File: src/include/smi_pkg.sv
package smi_pkg;

	// ==========================================================
	// event and command codes
	typedef enum logic [2:0] {
		cmd_none  = 3'b000,
		cmd_up    = 3'b001,
		cmd_down  = 3'b010,
		cmd_stop  = 3'b011,
		cmd_preset_position_one  = 3'b100,
		cmd_preset_position_two  = 3'b101
	} smi_cmd_type;

	localparam int unsigned NUM_EVENTS     = 5;
	localparam int unsigned EV_WATCHDOG    = 0;
	localparam int unsigned EV_IN1_RISE    = 1;
	localparam int unsigned EV_IN1_FALL    = 2;
	localparam int unsigned EV_IN2_RISE    = 3;
	localparam int unsigned EV_IN2_FALL    = 4;

	// ==========================================================
	// motor bus command codes sent on the wire
	localparam logic [7:0] SMI_CODE_UP    = 8'h01;
	localparam logic [7:0] SMI_CODE_DOWN  = 8'h02;
	localparam logic [7:0] SMI_CODE_STOP  = 8'h03;
	localparam logic [7:0] SMI_CODE_PRESET_POSITION_ONE  = 8'h04;
	localparam logic [7:0] SMI_CODE_PRESET_POSITION_TWO  = 8'h05;

	// ==========================================================
	// process image layout
	localparam int unsigned STATUS_BITS    = 16;
	localparam int unsigned CTRL_BITS      = 16;
	localparam int unsigned IMAGE_BYTES    = 22;
	localparam int unsigned LAST_IMAGE_BYTE = 23;

	// ==========================================================
	// register map (byte addresses)
	localparam logic [7:0] REG_CMD_MAP     = 8'h00;
	localparam logic [7:0] REG_STATUS      = 8'h04;
	localparam logic [7:0] REG_IRQ_STATUS  = 8'h08;
	localparam logic [7:0] REG_IRQ_MASK    = 8'h0c;
	localparam logic [7:0] REG_CTRL_WORD   = 8'h10;
	localparam logic [7:0] REG_DATA_OUT    = 8'h40;
	localparam logic [7:0] REG_STATUS_WORD = 8'h18;
	localparam logic [7:0] REG_DATA_IN     = 8'h98;
	localparam logic [7:0] REG_WD_LIMIT    = 8'h20;

	localparam logic [14:0] CMD_MAP_RESET  = 15'h0000;
	localparam logic [4:0]  IRQ_MASK_RESET = 5'h00;

	// ==========================================================
	// timing
	localparam int unsigned CLK_HZ         = 25000000;
	localparam int unsigned WD_TIME_MS     = 100;
	localparam int unsigned WD_CYCLES      = CLK_HZ / 1000 * WD_TIME_MS;
	localparam int unsigned SMI_BIT_NS     = 40000;
	localparam int unsigned SMI_BIT_CYCLES = SMI_BIT_NS / 40;

endpackage

File: src/rtl/smi_event_trigger.sv
`timescale 1ns/100ps
// Function
// - a watchdog event fires when the terminal bus stops addressing us, and its command is sent.
// - rising and falling edges on local input one are two events with their own command.
// - rising and falling edges on local input two are two events with their own command.
// - an event mapped to none sends nothing on the motor bus.
// - Up sends the command driving all motors to the upper end position.
// - Down sends the command driving all motors to the lower end position.
// - Stop sends the command halting motor operation.
// - goto preset one sends the command to the first stored motor position.
// - goto preset two sends the command to the second stored motor position.
// - input image is a 16-bit status word plus data-in bytes to byte 23; output image a 16-bit control word plus data-out bytes.
// - while local input activity is present, commands requested by the controller image are blocked.
module smi_event_trigger
	import smi_pkg::*;
#(
	parameter int unsigned WD_LIMIT_DEFAULT = WD_CYCLES,
	parameter int unsigned BIT_CYCLES       = SMI_BIT_CYCLES
) (
	input  wire logic        aclk,
	input  wire logic        aresetn,
	input  wire logic [31:0] s_axi_awaddr,
	input  wire logic        s_axi_awvalid,
	output logic             s_axi_awready,
	input  wire logic [31:0] s_axi_wdata,
	input  wire logic [3:0]  s_axi_wstrb,
	input  wire logic        s_axi_wvalid,
	output logic             s_axi_wready,
	output logic [1:0]       s_axi_bresp,
	output logic             s_axi_bvalid,
	input  wire logic        s_axi_bready,
	input  wire logic [31:0] s_axi_araddr,
	input  wire logic        s_axi_arvalid,
	output logic             s_axi_arready,
	output logic [31:0]      s_axi_rdata,
	output logic [1:0]       s_axi_rresp,
	output logic             s_axi_rvalid,
	input  wire logic        s_axi_rready,
	input  wire logic        bus_access,
	input  wire logic        local_input_one,
	input  wire logic        local_input_two,
	output logic             smi_tx,
	output logic             input_active,
	output logic             irq
);

	// ==========================================================
	// state
	logic [14:0] cmd_map;
	logic [4:0]  irq_status;
	logic [4:0]  irq_mask;
	logic [15:0] ctrl_word;
	logic [7:0]  data_out [IMAGE_BYTES];
	logic [7:0]  data_in  [IMAGE_BYTES];
	logic [15:0] status_word;
	logic [31:0] wd_limit;
	logic [31:0] wd_count;
	logic        wd_tripped;
	logic [4:0]  pending;
	logic        host_pending;
	logic [7:0]  host_code;
	logic [7:0]  last_sent;
	logic [4:0]  data_out_idx;
	logic [4:0]  data_in_idx;

	logic [1:0]  in_rise;
	logic [1:0]  in_fall;
	logic [1:0]  in_level;
	logic        tx_ready;
	logic        tx_busy;
	logic        tx_pin;

	// ==========================================================
	// input edges
	smi_edge_detect #(.WIDTH(2)) u_edges (
		.aclk     (aclk),
		.aresetn  (aresetn),
		.level_in ({local_input_two, local_input_one}),
		.rise     (in_rise),
		.fall     (in_fall),
		.level_q  (in_level)
	);

	// ==========================================================
	// watchdog
	wire wd_expire = ~bus_access & ~wd_tripped & (wd_count >= wd_limit);
	wire [4:0] events = {in_fall[1], in_rise[1], in_fall[0], in_rise[0],
		wd_expire};

	always_ff @(posedge aclk) begin
		if (!aresetn) begin
			wd_count   <= 32'h0;
			wd_tripped <= 1'b0;
		end else if (bus_access) begin
			wd_count   <= 32'h0;
			wd_tripped <= 1'b0;
		end else if (wd_expire) begin
			wd_tripped <= 1'b1;
		end else if (!wd_tripped) begin
			wd_count <= wd_count + 32'h1;
		end
	end

	// ==========================================================
	// command mapping
	function automatic logic [7:0] smi_code(input logic [2:0] sel);
		logic [7:0] code;
		code = 8'h00;
		case (smi_cmd_type'(sel))
			cmd_up:   code = SMI_CODE_UP;
			cmd_down: code = SMI_CODE_DOWN;
			cmd_stop: code = SMI_CODE_STOP;
			cmd_preset_position_one: code = SMI_CODE_PRESET_POSITION_ONE;
			cmd_preset_position_two: code = SMI_CODE_PRESET_POSITION_TWO;
			default:  code = 8'h00;
		endcase
		return code;
	endfunction

	logic [4:0] ev_mapped;
	logic [7:0] ev_code [NUM_EVENTS];
	genvar e;
	generate
		for (e = 0; e < NUM_EVENTS; e++) begin : g_ev
			assign ev_code[e]   = smi_code(cmd_map[3*e +: 3]);
			assign ev_mapped[e] = (ev_code[e] != 8'h00);
		end
	endgenerate

	// lowest pending event wins, then the controller
	logic [2:0] sel_idx;
	always_comb begin
		sel_idx = 3'd7;
		for (int k = NUM_EVENTS - 1; k >= 0; k--) begin
			if (pending[k]) begin
				sel_idx = 3'(k);
			end
		end
	end
	wire       ev_sel     = (sel_idx != 3'd7);
	wire [7:0] sel_code   = ev_sel ? ev_code[sel_idx] : host_code;
	wire       tx_valid   = ev_sel | host_pending;
	wire       tx_take    = tx_valid & tx_ready;
	wire       inputs_on  = |in_level;

	smi_cmd_sender #(.BIT_CYCLES(BIT_CYCLES)) u_tx (
		.aclk      (aclk),
		.aresetn   (aresetn),
		.cmd_valid (tx_valid),
		.cmd_code  (sel_code),
		.cmd_ready (tx_ready),
		.smi_tx    (tx_pin),
		.smi_busy  (tx_busy)
	);

	// ==========================================================
	// axi write channel
	logic       aw_held;
	logic       w_held;
	logic [7:0] aw_addr;
	logic [31:0] w_data;
	wire        aw_take = s_axi_awvalid & s_axi_awready;
	wire        w_take  = s_axi_wvalid & s_axi_wready;
	wire        wr_fire = aw_held & w_held & ~s_axi_bvalid;
	wire        wr_idx_ok = (aw_addr - REG_DATA_OUT) < 8'(IMAGE_BYTES * 4);
	wire        wr_ok = (aw_addr == REG_CMD_MAP) | (aw_addr == REG_IRQ_STATUS)
		| (aw_addr == REG_IRQ_MASK) | (aw_addr == REG_CTRL_WORD)
		| (aw_addr == REG_WD_LIMIT) | (aw_addr == REG_STATUS_WORD);
	wire        ctrl_wr = wr_fire & (aw_addr == REG_CTRL_WORD) & w_data[15];
	wire        host_req = ctrl_wr & ~inputs_on;

	always_ff @(posedge aclk) begin
		if (!aresetn) begin
			s_axi_awready <= 1'b1;
			s_axi_wready  <= 1'b1;
			aw_held       <= 1'b0;
			w_held        <= 1'b0;
			aw_addr       <= 8'h00;
			w_data        <= 32'h0;
			s_axi_bvalid  <= 1'b0;
			s_axi_bresp   <= 2'b00;
		end else begin
			if (aw_take) begin
				aw_held       <= 1'b1;
				aw_addr       <= s_axi_awaddr[7:0];
				s_axi_awready <= 1'b0;
			end
			if (w_take) begin
				w_held       <= 1'b1;
				w_data       <= s_axi_wdata;
				s_axi_wready <= 1'b0;
			end
			if (wr_fire) begin
				s_axi_bvalid <= 1'b1;
				s_axi_bresp  <= (wr_ok | wr_idx_ok) ? 2'b00 : 2'b10;
			end
			if (s_axi_bvalid & s_axi_bready) begin
				s_axi_bvalid  <= 1'b0;
				aw_held       <= 1'b0;
				w_held        <= 1'b0;
				s_axi_awready <= 1'b1;
				s_axi_wready  <= 1'b1;
			end
		end
	end

	// ==========================================================
	// registers
	assign data_out_idx = 5'((aw_addr - REG_DATA_OUT) >> 2);
	always_ff @(posedge aclk) begin
		if (!aresetn) begin
			cmd_map      <= CMD_MAP_RESET;
			irq_mask     <= IRQ_MASK_RESET;
			irq_status   <= 5'h00;
			ctrl_word    <= 16'h0000;
			status_word  <= 16'h0000;
			wd_limit     <= WD_LIMIT_DEFAULT;
			pending      <= 5'h00;
			host_pending <= 1'b0;
			host_code    <= 8'h00;
			last_sent    <= 8'h00;
			for (int j = 0; j < IMAGE_BYTES; j++) begin
				data_out[j] <= 8'h00;
			end
		end else begin
			if (wr_fire && aw_addr == REG_CMD_MAP) begin
				cmd_map <= w_data[14:0];
			end
			if (wr_fire && aw_addr == REG_IRQ_MASK) begin
				irq_mask <= w_data[4:0];
			end
			if (wr_fire && aw_addr == REG_WD_LIMIT) begin
				wd_limit <= w_data;
			end
			if (wr_fire && aw_addr == REG_CTRL_WORD) begin
				ctrl_word <= w_data[15:0];
			end
			if (wr_fire && wr_idx_ok) begin
				data_out[data_out_idx] <= w_data[7:0];
			end
			// set wins over write-one-to-clear
			irq_status <= (irq_status
				& ~((wr_fire && aw_addr == REG_IRQ_STATUS) ? w_data[4:0] : 5'h0))
				| events;
			status_word <= {inputs_on, tx_busy, wd_tripped, 5'h00, last_sent};
			pending <= (pending & ~((tx_take & ev_sel) ? 5'(1 << sel_idx) : 5'h0))
				| (events & ev_mapped);
			if (tx_take) begin
				last_sent <= sel_code;
			end
			if (tx_take & ~ev_sel) begin
				host_pending <= 1'b0;
			end else if (inputs_on) begin
				host_pending <= 1'b0;
			end
			if (host_req) begin
				host_pending <= ctrl_word[15] | 1'b1;
				host_code    <= smi_code(w_data[2:0]);
			end
		end
	end

	// ==========================================================
	// axi read channel
	assign data_in_idx = 5'((s_axi_araddr[7:0] - REG_DATA_IN) >> 2);
	always_ff @(posedge aclk) begin
		if (!aresetn) begin
			for (int j = 0; j < IMAGE_BYTES; j++) begin
				data_in[j] <= 8'h00;
			end
		end else if (wr_fire && aw_addr == REG_STATUS_WORD
			&& w_data[12:8] < 5'(IMAGE_BYTES)) begin
			data_in[w_data[12:8]] <= w_data[7:0];
		end
	end

	wire [7:0] ra = s_axi_araddr[7:0];
	wire rd_in_ok = (ra - REG_DATA_IN) < 8'(IMAGE_BYTES * 4);
	wire rd_out_ok = (ra - REG_DATA_OUT) < 8'(IMAGE_BYTES * 4);
	wire [4:0] rd_out_idx = 5'((ra - REG_DATA_OUT) >> 2);
	wire rd_map_ok = (ra == REG_CMD_MAP) | (ra == REG_STATUS)
		| (ra == REG_IRQ_STATUS) | (ra == REG_IRQ_MASK)
		| (ra == REG_CTRL_WORD) | (ra == REG_STATUS_WORD)
		| (ra == REG_WD_LIMIT);
	logic [31:0] rd_word;
	always_comb begin
		rd_word = 32'h0;
		case (ra)
			REG_CMD_MAP:     rd_word = {17'h0, cmd_map};
			REG_STATUS:      rd_word = {29'h0, wd_tripped, in_level};
			REG_IRQ_STATUS:  rd_word = {27'h0, irq_status};
			REG_IRQ_MASK:    rd_word = {27'h0, irq_mask};
			REG_CTRL_WORD:   rd_word = {16'h0, ctrl_word};
			REG_STATUS_WORD: rd_word = {16'h0, status_word};
			REG_WD_LIMIT:    rd_word = wd_limit;
			default:         rd_word = rd_in_ok ? {24'h0, data_in[data_in_idx]}
				: rd_out_ok ? {24'h0, data_out[rd_out_idx]} : 32'h0;
		endcase
	end

	always_ff @(posedge aclk) begin
		if (!aresetn) begin
			s_axi_arready <= 1'b1;
			s_axi_rvalid  <= 1'b0;
			s_axi_rdata   <= 32'h0;
			s_axi_rresp   <= 2'b00;
		end else if (s_axi_arvalid & s_axi_arready) begin
			s_axi_arready <= 1'b0;
			s_axi_rvalid  <= 1'b1;
			s_axi_rdata   <= rd_word;
			s_axi_rresp   <= (rd_map_ok | rd_in_ok | rd_out_ok)
				? 2'b00 : 2'b10;
		end else if (s_axi_rvalid & s_axi_rready) begin
			s_axi_rvalid  <= 1'b0;
			s_axi_arready <= 1'b1;
		end
	end

	// ==========================================================
	// outputs
	always_ff @(posedge aclk) begin
		if (!aresetn) begin
			irq          <= 1'b0;
			input_active <= 1'b0;
			smi_tx       <= 1'b1;
		end else begin
			irq          <= |(irq_status & irq_mask);
			input_active <= inputs_on;
			smi_tx       <= tx_pin;
		end
	end

endmodule

File: src/rtl/smi_edge_detect.sv
`timescale 1ns/100ps
module smi_edge_detect
	import smi_pkg::*;
#(
	parameter int unsigned WIDTH = 2
) (
	input  wire logic             aclk,
	input  wire logic             aresetn,
	input  wire logic [WIDTH-1:0] level_in,
	output logic      [WIDTH-1:0] rise,
	output logic      [WIDTH-1:0] fall,
	output logic      [WIDTH-1:0] level_q
);

	// ==========================================================
	// per input edge detection
	genvar i;
	generate
		for (i = 0; i < WIDTH; i++) begin : g_bit
			always_ff @(posedge aclk) begin
				if (!aresetn) begin
					level_q[i] <= 1'b0;
				end else begin
					level_q[i] <= level_in[i];
				end
			end
			assign rise[i] = level_in[i] & ~level_q[i];
			assign fall[i] = ~level_in[i] & level_q[i];
		end
	endgenerate

endmodule

File: src/rtl/smi_cmd_sender.sv
`timescale 1ns/100ps
module smi_cmd_sender
	import smi_pkg::*;
#(
	parameter int unsigned BIT_CYCLES = SMI_BIT_CYCLES
) (
	input  wire logic        aclk,
	input  wire logic        aresetn,
	input  wire logic        cmd_valid,
	input  wire logic [7:0]  cmd_code,
	output logic             cmd_ready,
	output logic             smi_tx,
	output logic             smi_busy
);

	// ==========================================================
	// frame: start bit 0, eight data bits lsb first, stop bit 1
	localparam int unsigned CW = $clog2(BIT_CYCLES + 1);

	logic [CW-1:0] bit_timer;
	logic [3:0]    bit_count;
	logic [9:0]    shift;
	wire           bit_tick = (bit_timer == CW'(BIT_CYCLES - 1));

	assign cmd_ready = ~smi_busy;

	always_ff @(posedge aclk) begin
		if (!aresetn) begin
			smi_busy  <= 1'b0;
			smi_tx    <= 1'b1;
			bit_timer <= '0;
			bit_count <= 4'h0;
			shift     <= 10'h3ff;
		end else if (!smi_busy) begin
			if (cmd_valid) begin
				smi_busy  <= 1'b1;
				shift     <= {1'b1, cmd_code, 1'b0};
				smi_tx    <= 1'b0;
				bit_timer <= '0;
				bit_count <= 4'h0;
			end
		end else if (bit_tick) begin
			bit_timer <= '0;
			if (bit_count == 4'h9) begin
				smi_busy <= 1'b0;
				smi_tx   <= 1'b1;
			end else begin
				bit_count <= bit_count + 4'h1;
				smi_tx    <= shift[bit_count + 4'h1];
			end
		end else begin
			bit_timer <= bit_timer + CW'(1);
		end
	end

endmodule

File: config.mk
export PLATFORM = sky130hd
export DESIGN_NAME = smi_event_trigger
export DESIGN_NICKNAME = d
export VERILOG_FILES = /design/src/include/smi_pkg.sv /design/src/rtl/smi_event_trigger.sv /design/src/rtl/smi_edge_detect.sv /design/src/rtl/smi_cmd_sender.sv
export SDC_FILE = /design/constraint.sdc
export NUM_CORES = 1
export LEC_CHECK = 0
export BUFFER_PORTS_ARGS = -buffer_cell sky130_fd_sc_hd__clkbuf_2
export CAP_MARGIN = 20
export CORE_MARGIN = 3
export CORE_UTILIZATION = 60
export DETAILED_ROUTE_END_ITERATION = 10
export HOLD_SLACK_MARGIN = 0.06
export PLACE_DENSITY = 0.87
export SLEW_MARGIN = 30
export SYNTH_ARGS = -nofsm -noshare
export SYNTH_HDL_FRONTEND = slang
export SYNTH_SLANG_ARGS = --single-unit
File: constraint.sdc
create_clock -name aclk -period 5.11 [get_ports aclk]
set_clock_uncertainty 0.1 [all_clocks]
set_input_delay 0.7665 -clock aclk [delete_from_list [all_inputs] [get_ports aclk]]
set_output_delay 0.7665 -clock aclk [all_outputs]
set_load 0.01 [all_outputs]
Yosys cells after proc, flatten, opt, wreduce, memory -nomap -nowiden
Memory sizes are Yosys's and may differ from the RTL's.
Cells that the tools add are included.
{"block": "classes", "n_bitwise": 55, "n_shift": 1, "n_reduce_logical": 28, "n_eq_ne": 46, "n_addsub": 6, "mux": 59, "magnitude_cmp": 7}
{"operator": "case mux 32 bit (7 select lines)", "count": 1}
{"operator": "case mux 3 bit (5 select lines)", "count": 6}
{"operator": "2-to-1 mux 8 bit", "count": 7}
{"operator": "nonzero test 8 bit", "count": 5}
{"operator": "equality test 3 x 2 -> 1 bit, second input constant", "count": 12}
{"operator": "equality test 3 bit, second input constant", "count": 12}
{"operator": "adder 32 x 1 -> 32 bit, second input constant", "count": 1}
{"operator": "equality test 8 x 4 -> 1 bit, second input constant", "count": 4}
{"operator": "equality test 8 x 5 -> 1 bit, second input constant", "count": 4}
{"operator": "greater-or-equal comparator 32 bit", "count": 1}
{"operator": "2-to-1 mux 10 bit", "count": 3}
{"operator": "2-to-1 mux 1 bit", "count": 25}
{"operator": "binary-select mux 8 bit (select 3 bit)", "count": 1}
{"operator": "less-than comparator 8 x 7 -> 1 bit, second input constant", "count": 3}
{"operator": "AND 5 bit", "count": 4}
{"operator": "2-to-1 mux 5 bit", "count": 4}
{"operator": "AND 1 bit", "count": 19}
{"operator": "equality test 3 x 1 -> 1 bit, second input constant", "count": 6}
{"operator": "equality test 8 x 6 -> 1 bit, second input constant", "count": 2}
{"operator": "zero test 8 bit", "count": 2}
{"operator": "2-to-1 mux 4 bit", "count": 4}
{"operator": "OR reduction 8 bit", "count": 2}
{"operator": "subtractor 8 x 7 -> 8 bit, second input constant", "count": 2}
{"operator": "bitwise OR 1 bit", "count": 15}
{"operator": "26 further kinds", "count": 57}
{"block": "totals", "input_bits": 110, "out_inout_bits": 44, "wordCells": 239, "n_memories": 2, "ram_bits": 352, "reg_bits": 257}
{"name": "data_in", "words": 22, "width": 8, "read_ports": 1, "rd_ports_with_merged_regs": 0, "write_ports": 22, "line_no": "smi_event_trigger.sv:54", "rtl": "logic [7:0] data_in [IMAGE_BYTES];"}
{"name": "data_out", "words": 22, "width": 8, "read_ports": 1, "rd_ports_with_merged_regs": 0, "write_ports": 22, "line_no": "smi_event_trigger.sv:53", "rtl": "logic [7:0] data_out [IMAGE_BYTES];"}

Depth between registers and ports, before layout
{"block": "depth", "word_depth": 13, "depth_mapped": 11, "ltp_nobuf": 9}

Modules after synthesis
Synthesis repeated with hierarchy kept, for this count alone.
{"block": "hier_totals", "hier_cells": 2606, "hier_area_um2": 30769.5}
{"module": "smi_event_trigger", "area_per_inst_um2": 29435.7, "n_inst": 1, "cells_per_inst": 2448, "seq_area_each_um2": 17116.4}
{"module": "smi_cmd_sender", "area_per_inst_um2": 1256.2, "n_inst": 1, "cells_per_inst": 150, "seq_area_each_um2": 500.5}
{"module": "smi_edge_detect", "area_per_inst_um2": 77.6, "n_inst": 1, "cells_per_inst": 8, "seq_area_each_um2": 40.0}

Worst setup path after synthesis
No wires, ideal clock.
{"block": "synth_timing", "path_kind": "register to register", "startpoint": "register aw_addr[6]", "endpoint": "memory data_in[6][0], enable pin", "setup_time_ns": 0.384, "t_arrival_ns": 3.045, "n_path_buf": 3, "synth_period_minus_slack_ns": 3.529, "stages_incl_launch_ff": 12, "t_required_ns": 4.626, "path_slack_ns": 1.581, "path_cell_list": "dfxtp_1 inv_1 ha_1 or3b_1 nor2_2 o2111ai_1 or2_2 clkbuf_1 or3_1 clkbuf_1 buf_2 o21ai_0"}
{"element": "start: declaration", "line_no": "smi_event_trigger.sv:160", "rtl": "logic [7:0] aw_addr;"}
{"element": "start signal: assignment", "line_no": "smi_event_trigger.sv:185", "rtl": "aw_addr <= s_axi_awaddr[7:0];"}
{"element": "end: declaration", "line_no": "smi_event_trigger.sv:54"}

==> flow_summary_export.csv <==
group,metric,value,unit
status,status,"finished clean",
clock_tree,cts_root_buffer,"clkbuf_16",
place,gp_congestion,0.925,
power_and_ir_drop,seqPwrFrac,51.8,%
cells_and_area,antenna_cells,0,
detailed_routing,wl_met1,27100,um
floorplan,placementRows,81,
clock_tree,cts_hold_buf,0,
power_and_ir_drop,p_leak,0.0116,uW
timing,max_slew_margin,33.0,%
global_route,antenna_found_initial,0,
detailed_routing,via_count,21228,
power_and_ir_drop,switching_share,22.8,%
synth,syn_inst,2567,
timing,rsz0062_at_grt,"no",
global_route,grt_pass1_wl,117000,um
clock_tree,clock_path_buffers,3,
timing,finalMaxSlewViolations,0,
timing,hold_viol,0,
floorplan,fp.dieH,230,um
synth,synth_cell_types,71,
detailed_routing,drc,0,
floorplan,die_width,230,um
worst_hold_path,hp-class,"input port to register",
floorplan,core_area,0.0492,sq mm
timing,setup_tns,0,ns
setup_path,cp_slowest_cell,"o21ai_0",
cells_and_area,nets,2757,
place,io_buffers,99,
synth,synth_common_cells,"432 x edfxtp_1, 309 x nand2_1, 277 x and2_1",
setup_path,critPathArrivalTime,4.24,ns
synth,synth_warnings,0,
detailed_routing,drt-initial-drc-count,2891,
clock_tree,htree_levels,3,
cells_and_area,area_growth,10.4,%
clock_tree,cts_setup_buffers,0,
place,hpwl,48600,um
global_route,overflow,0,
synth,synth_ff_type,"edfxtp_1",
detailed_routing,highest-signal-layer,"met4",
timing,min_period,4.05,ns
timing,setup_viol,0,
synth,syn_area_per_cell,11.7,sq um
setup_path,required,5.30,ns
setup_path,cp-end-kind,"register",
clock_tree,clkLatencyLatePin,0.60,ns
setup_path,cp_cell_sequence,"inv_1 > ha_1 > or3b_1 > nor2_2 > o2111ai_1 > nor2_1 > nand3_1 > o21ai_0 > buf_4",
clock_tree,path_clk_slew,0.06,ns
synth,yosys.area.top_type_share,43.2,%
detailed_routing,first_pass_iters,8,
synth,synth_enable_flop_cells,432,
cells_and_area,drive_gt1_share,15.3,%
global_route,grt_max_degree,94,
clock_tree,cts_sinks,661,
timing,max_freq,247,MHz
detailed_routing,ant_nets,0,
power_and_ir_drop,p_per_area,345,mW/mm^2
synth,async_flop_share,0,%
setup_path,path_class,"register to register",
job,cap_violations,0,
power_and_ir_drop,fin_total_pwr,11400,uW
floorplan,io_pins,154,
synth,synthTopCellsByArea,"edfxtp_1 43%, dfxtp_1 15%, mux4_2 9.5%, and2_1 5.8%, nand2_1 3.9%",
synth,ys_ff_latch,661,
cells_and_area,fillCellCount,3246,
setup_path,cp_slowest_stage_delay,0.61,ns
synth,synthesis.area,0.0300,sq mm
timing,worst_slew_pin_slew,1.00,ns
clock_tree,cts_tree,"yes",
floorplan,die_area,0.0527,sq mm
global_route,grt_pass1_vias,21014,
worst_hold_path,min_path_cells,3,
setup_path,r2r_cells,9,
timing,fin_crit_sh,79.2,%
detailed_routing,post_drt_wl_per_cell,22.6,um
power_and_ir_drop,p_int,8820,uW
synth,synth.most_common_cell,"edfxtp_1",
synth,synth_seq_area_share,58.5,%
clock_tree,cts-resized-gates,0,
detailed_routing,wl_met2,35900,um
power_and_ir_drop,combPwrFrac,6.3,%
detailed_routing,viasPerCell,6.41,
synth,post-synth-top-area-cell,"edfxtp_1",
clock_tree,numCtsBuffers,66,
detailed_routing,wl_met3,8850,um
power_and_ir_drop,ir_drop,338,uV
power_and_ir_drop,p_sw,2600,uW
global_route,track_usage,28.3,%
floorplan,initial_core_util,61.0,%
detailed_routing,wl,74900,um
power_and_ir_drop,pwr-share-clk,41.9,%
setup_path,start_kind,"register",
setup_path,path_max_fanout,16,
[cell type report]
cell class / instances / area (sq um) / share of cell area [%]
clock buffer: 93 / 1890 / 5.70
clock inverter: 23 / 229 / 0.691
inverter: 70 / 267 / 0.804
multi-input combinational: 1653 / 11500 / 34.6
sequential: 661 / 17600 / 53.0
tap: 664 / 831 / 2.51
timing repair buffer: 146 / 870 / 2.62
[worst paths after layout]
kind | startpoint | end | slack (ns)
worst min-delay path | s_axi_wdata[5] | w_data[5]$_SDFFE_PN0P_ | 0.28
worst max-delay path | aw_addr[6]$_SDFFE_PN0P_ | data_in[9][5]$_SDFFCE_PN0P_ | 1.06
worst min register to register | u_tx.smi_tx$_SDFFE_PN1P_ | smi_tx$_SDFF_PN1_ | 0.34
worst max register to register | aw_addr[6]$_SDFFE_PN0P_ | data_in[9][5]$_SDFFCE_PN0P_ | 1.06
[worst max-delay path, delay by kind of cell (launching register included)]
kind                       cells  cell delay (ns)
adders and majority gates      1             0.21
DFF                            1             0.41
buffers and inverters          2             0.52
and+or+nand+nor                4             1.50
AOI/OAI and AO/OA              2             0.98
[state kept, by name (all words and copies together) (netlist names), 6 cells and up]
signal	count
aw_addr	8
cmd_map	15
ctrl_word	16
data_in	176
data_out	256
s_axi_rdata	32
status_word	6
u_tx.bit_timer	10
w_data	32
wd_count	32
wd_limit	32
[logic make-up (layout without fill, tap and decap cells)]
kind of cell / count (synthesis) / count (layout) / share of synthesized area (%)
fa+ha+maj: 49 / 49 / 2.04
mux: 150 / 150 / 10.3
compound gates: 411 / 411 / 8.20
simple gates: 1026 / 1026 / 17.2
flops: 661 / 661 / 58.5
other cells: 1 / 2 / 0.0125
xor+xnor: 15 / 15 / 0.438
buf+inv: 254 / 332 / 3.30
[power by group through the flow]
stage                     registers (uW)  clock network, uW  logic, uW
after floorplan                     5970                  0        475
after global placement              6010                  0        669
after detailed placement            6020                  0        695
after CTS                           5910               4800        706
after global routing                5920               5010        760
final                               5910               4780        723
[per-layer routing]
| metal | track usage, % | up-vias |
|---|---|---|
| li1 | - | 9367 |
| met1 | 37.2 | 10271 |
| met2 | 46.4 | 1365 |
| met3 | 6.29 | 225 |
| met4 | 10.7 | 0 |
| met5 | 0 | - |
[stage by stage]
stage          hold slack (ns)  util [%]  instances  area (sq um)  setup WS, ns
3_3_place_gp             0.319      63.0       3194         31000          1.36
4_1_cts                  0.258      67.4       3310         33100         0.978
3_5_place_dp             0.328      63.1       3194         31000          1.11
5_1_grt                  0.280      67.4       3310         33100         0.819
6_report                 0.276      67.4       3310         33100          1.06
2_1_floorplan            0.304         -       2568         30000          1.58
[cells in the final DEF, fill, tap and decap left out, types with 9 or more instances in the layout]
cell / n
edfxtp_1: 432
nand2_1: 308
and2_1: 276
dfxtp_1: 223
a21oi_1: 194
nor2_1: 149
mux4_2: 126
nor3_1: 103
clkbuf_2: 97
o21ai_0: 73
clkbuf_16: 68
inv_1: 66
nand3_1: 60
ha_1: 49
buf_4: 47
o21ai_1: 22
mux2i_1: 22
a22oi_1: 22
nand4_1: 19
nand2b_1: 17
nor2b_1: 16
clkbuf_1: 15
and3_1: 13
o211ai_1: 13
nor4_1: 11
xnor2_1: 11
nand3b_1: 10
or3_1: 10
a221oi_1: 10
a21o_1: 9
a211oi_1: 9
clkbuf_8: 9
Note: power is estimated with default switching activity, not from simulation.
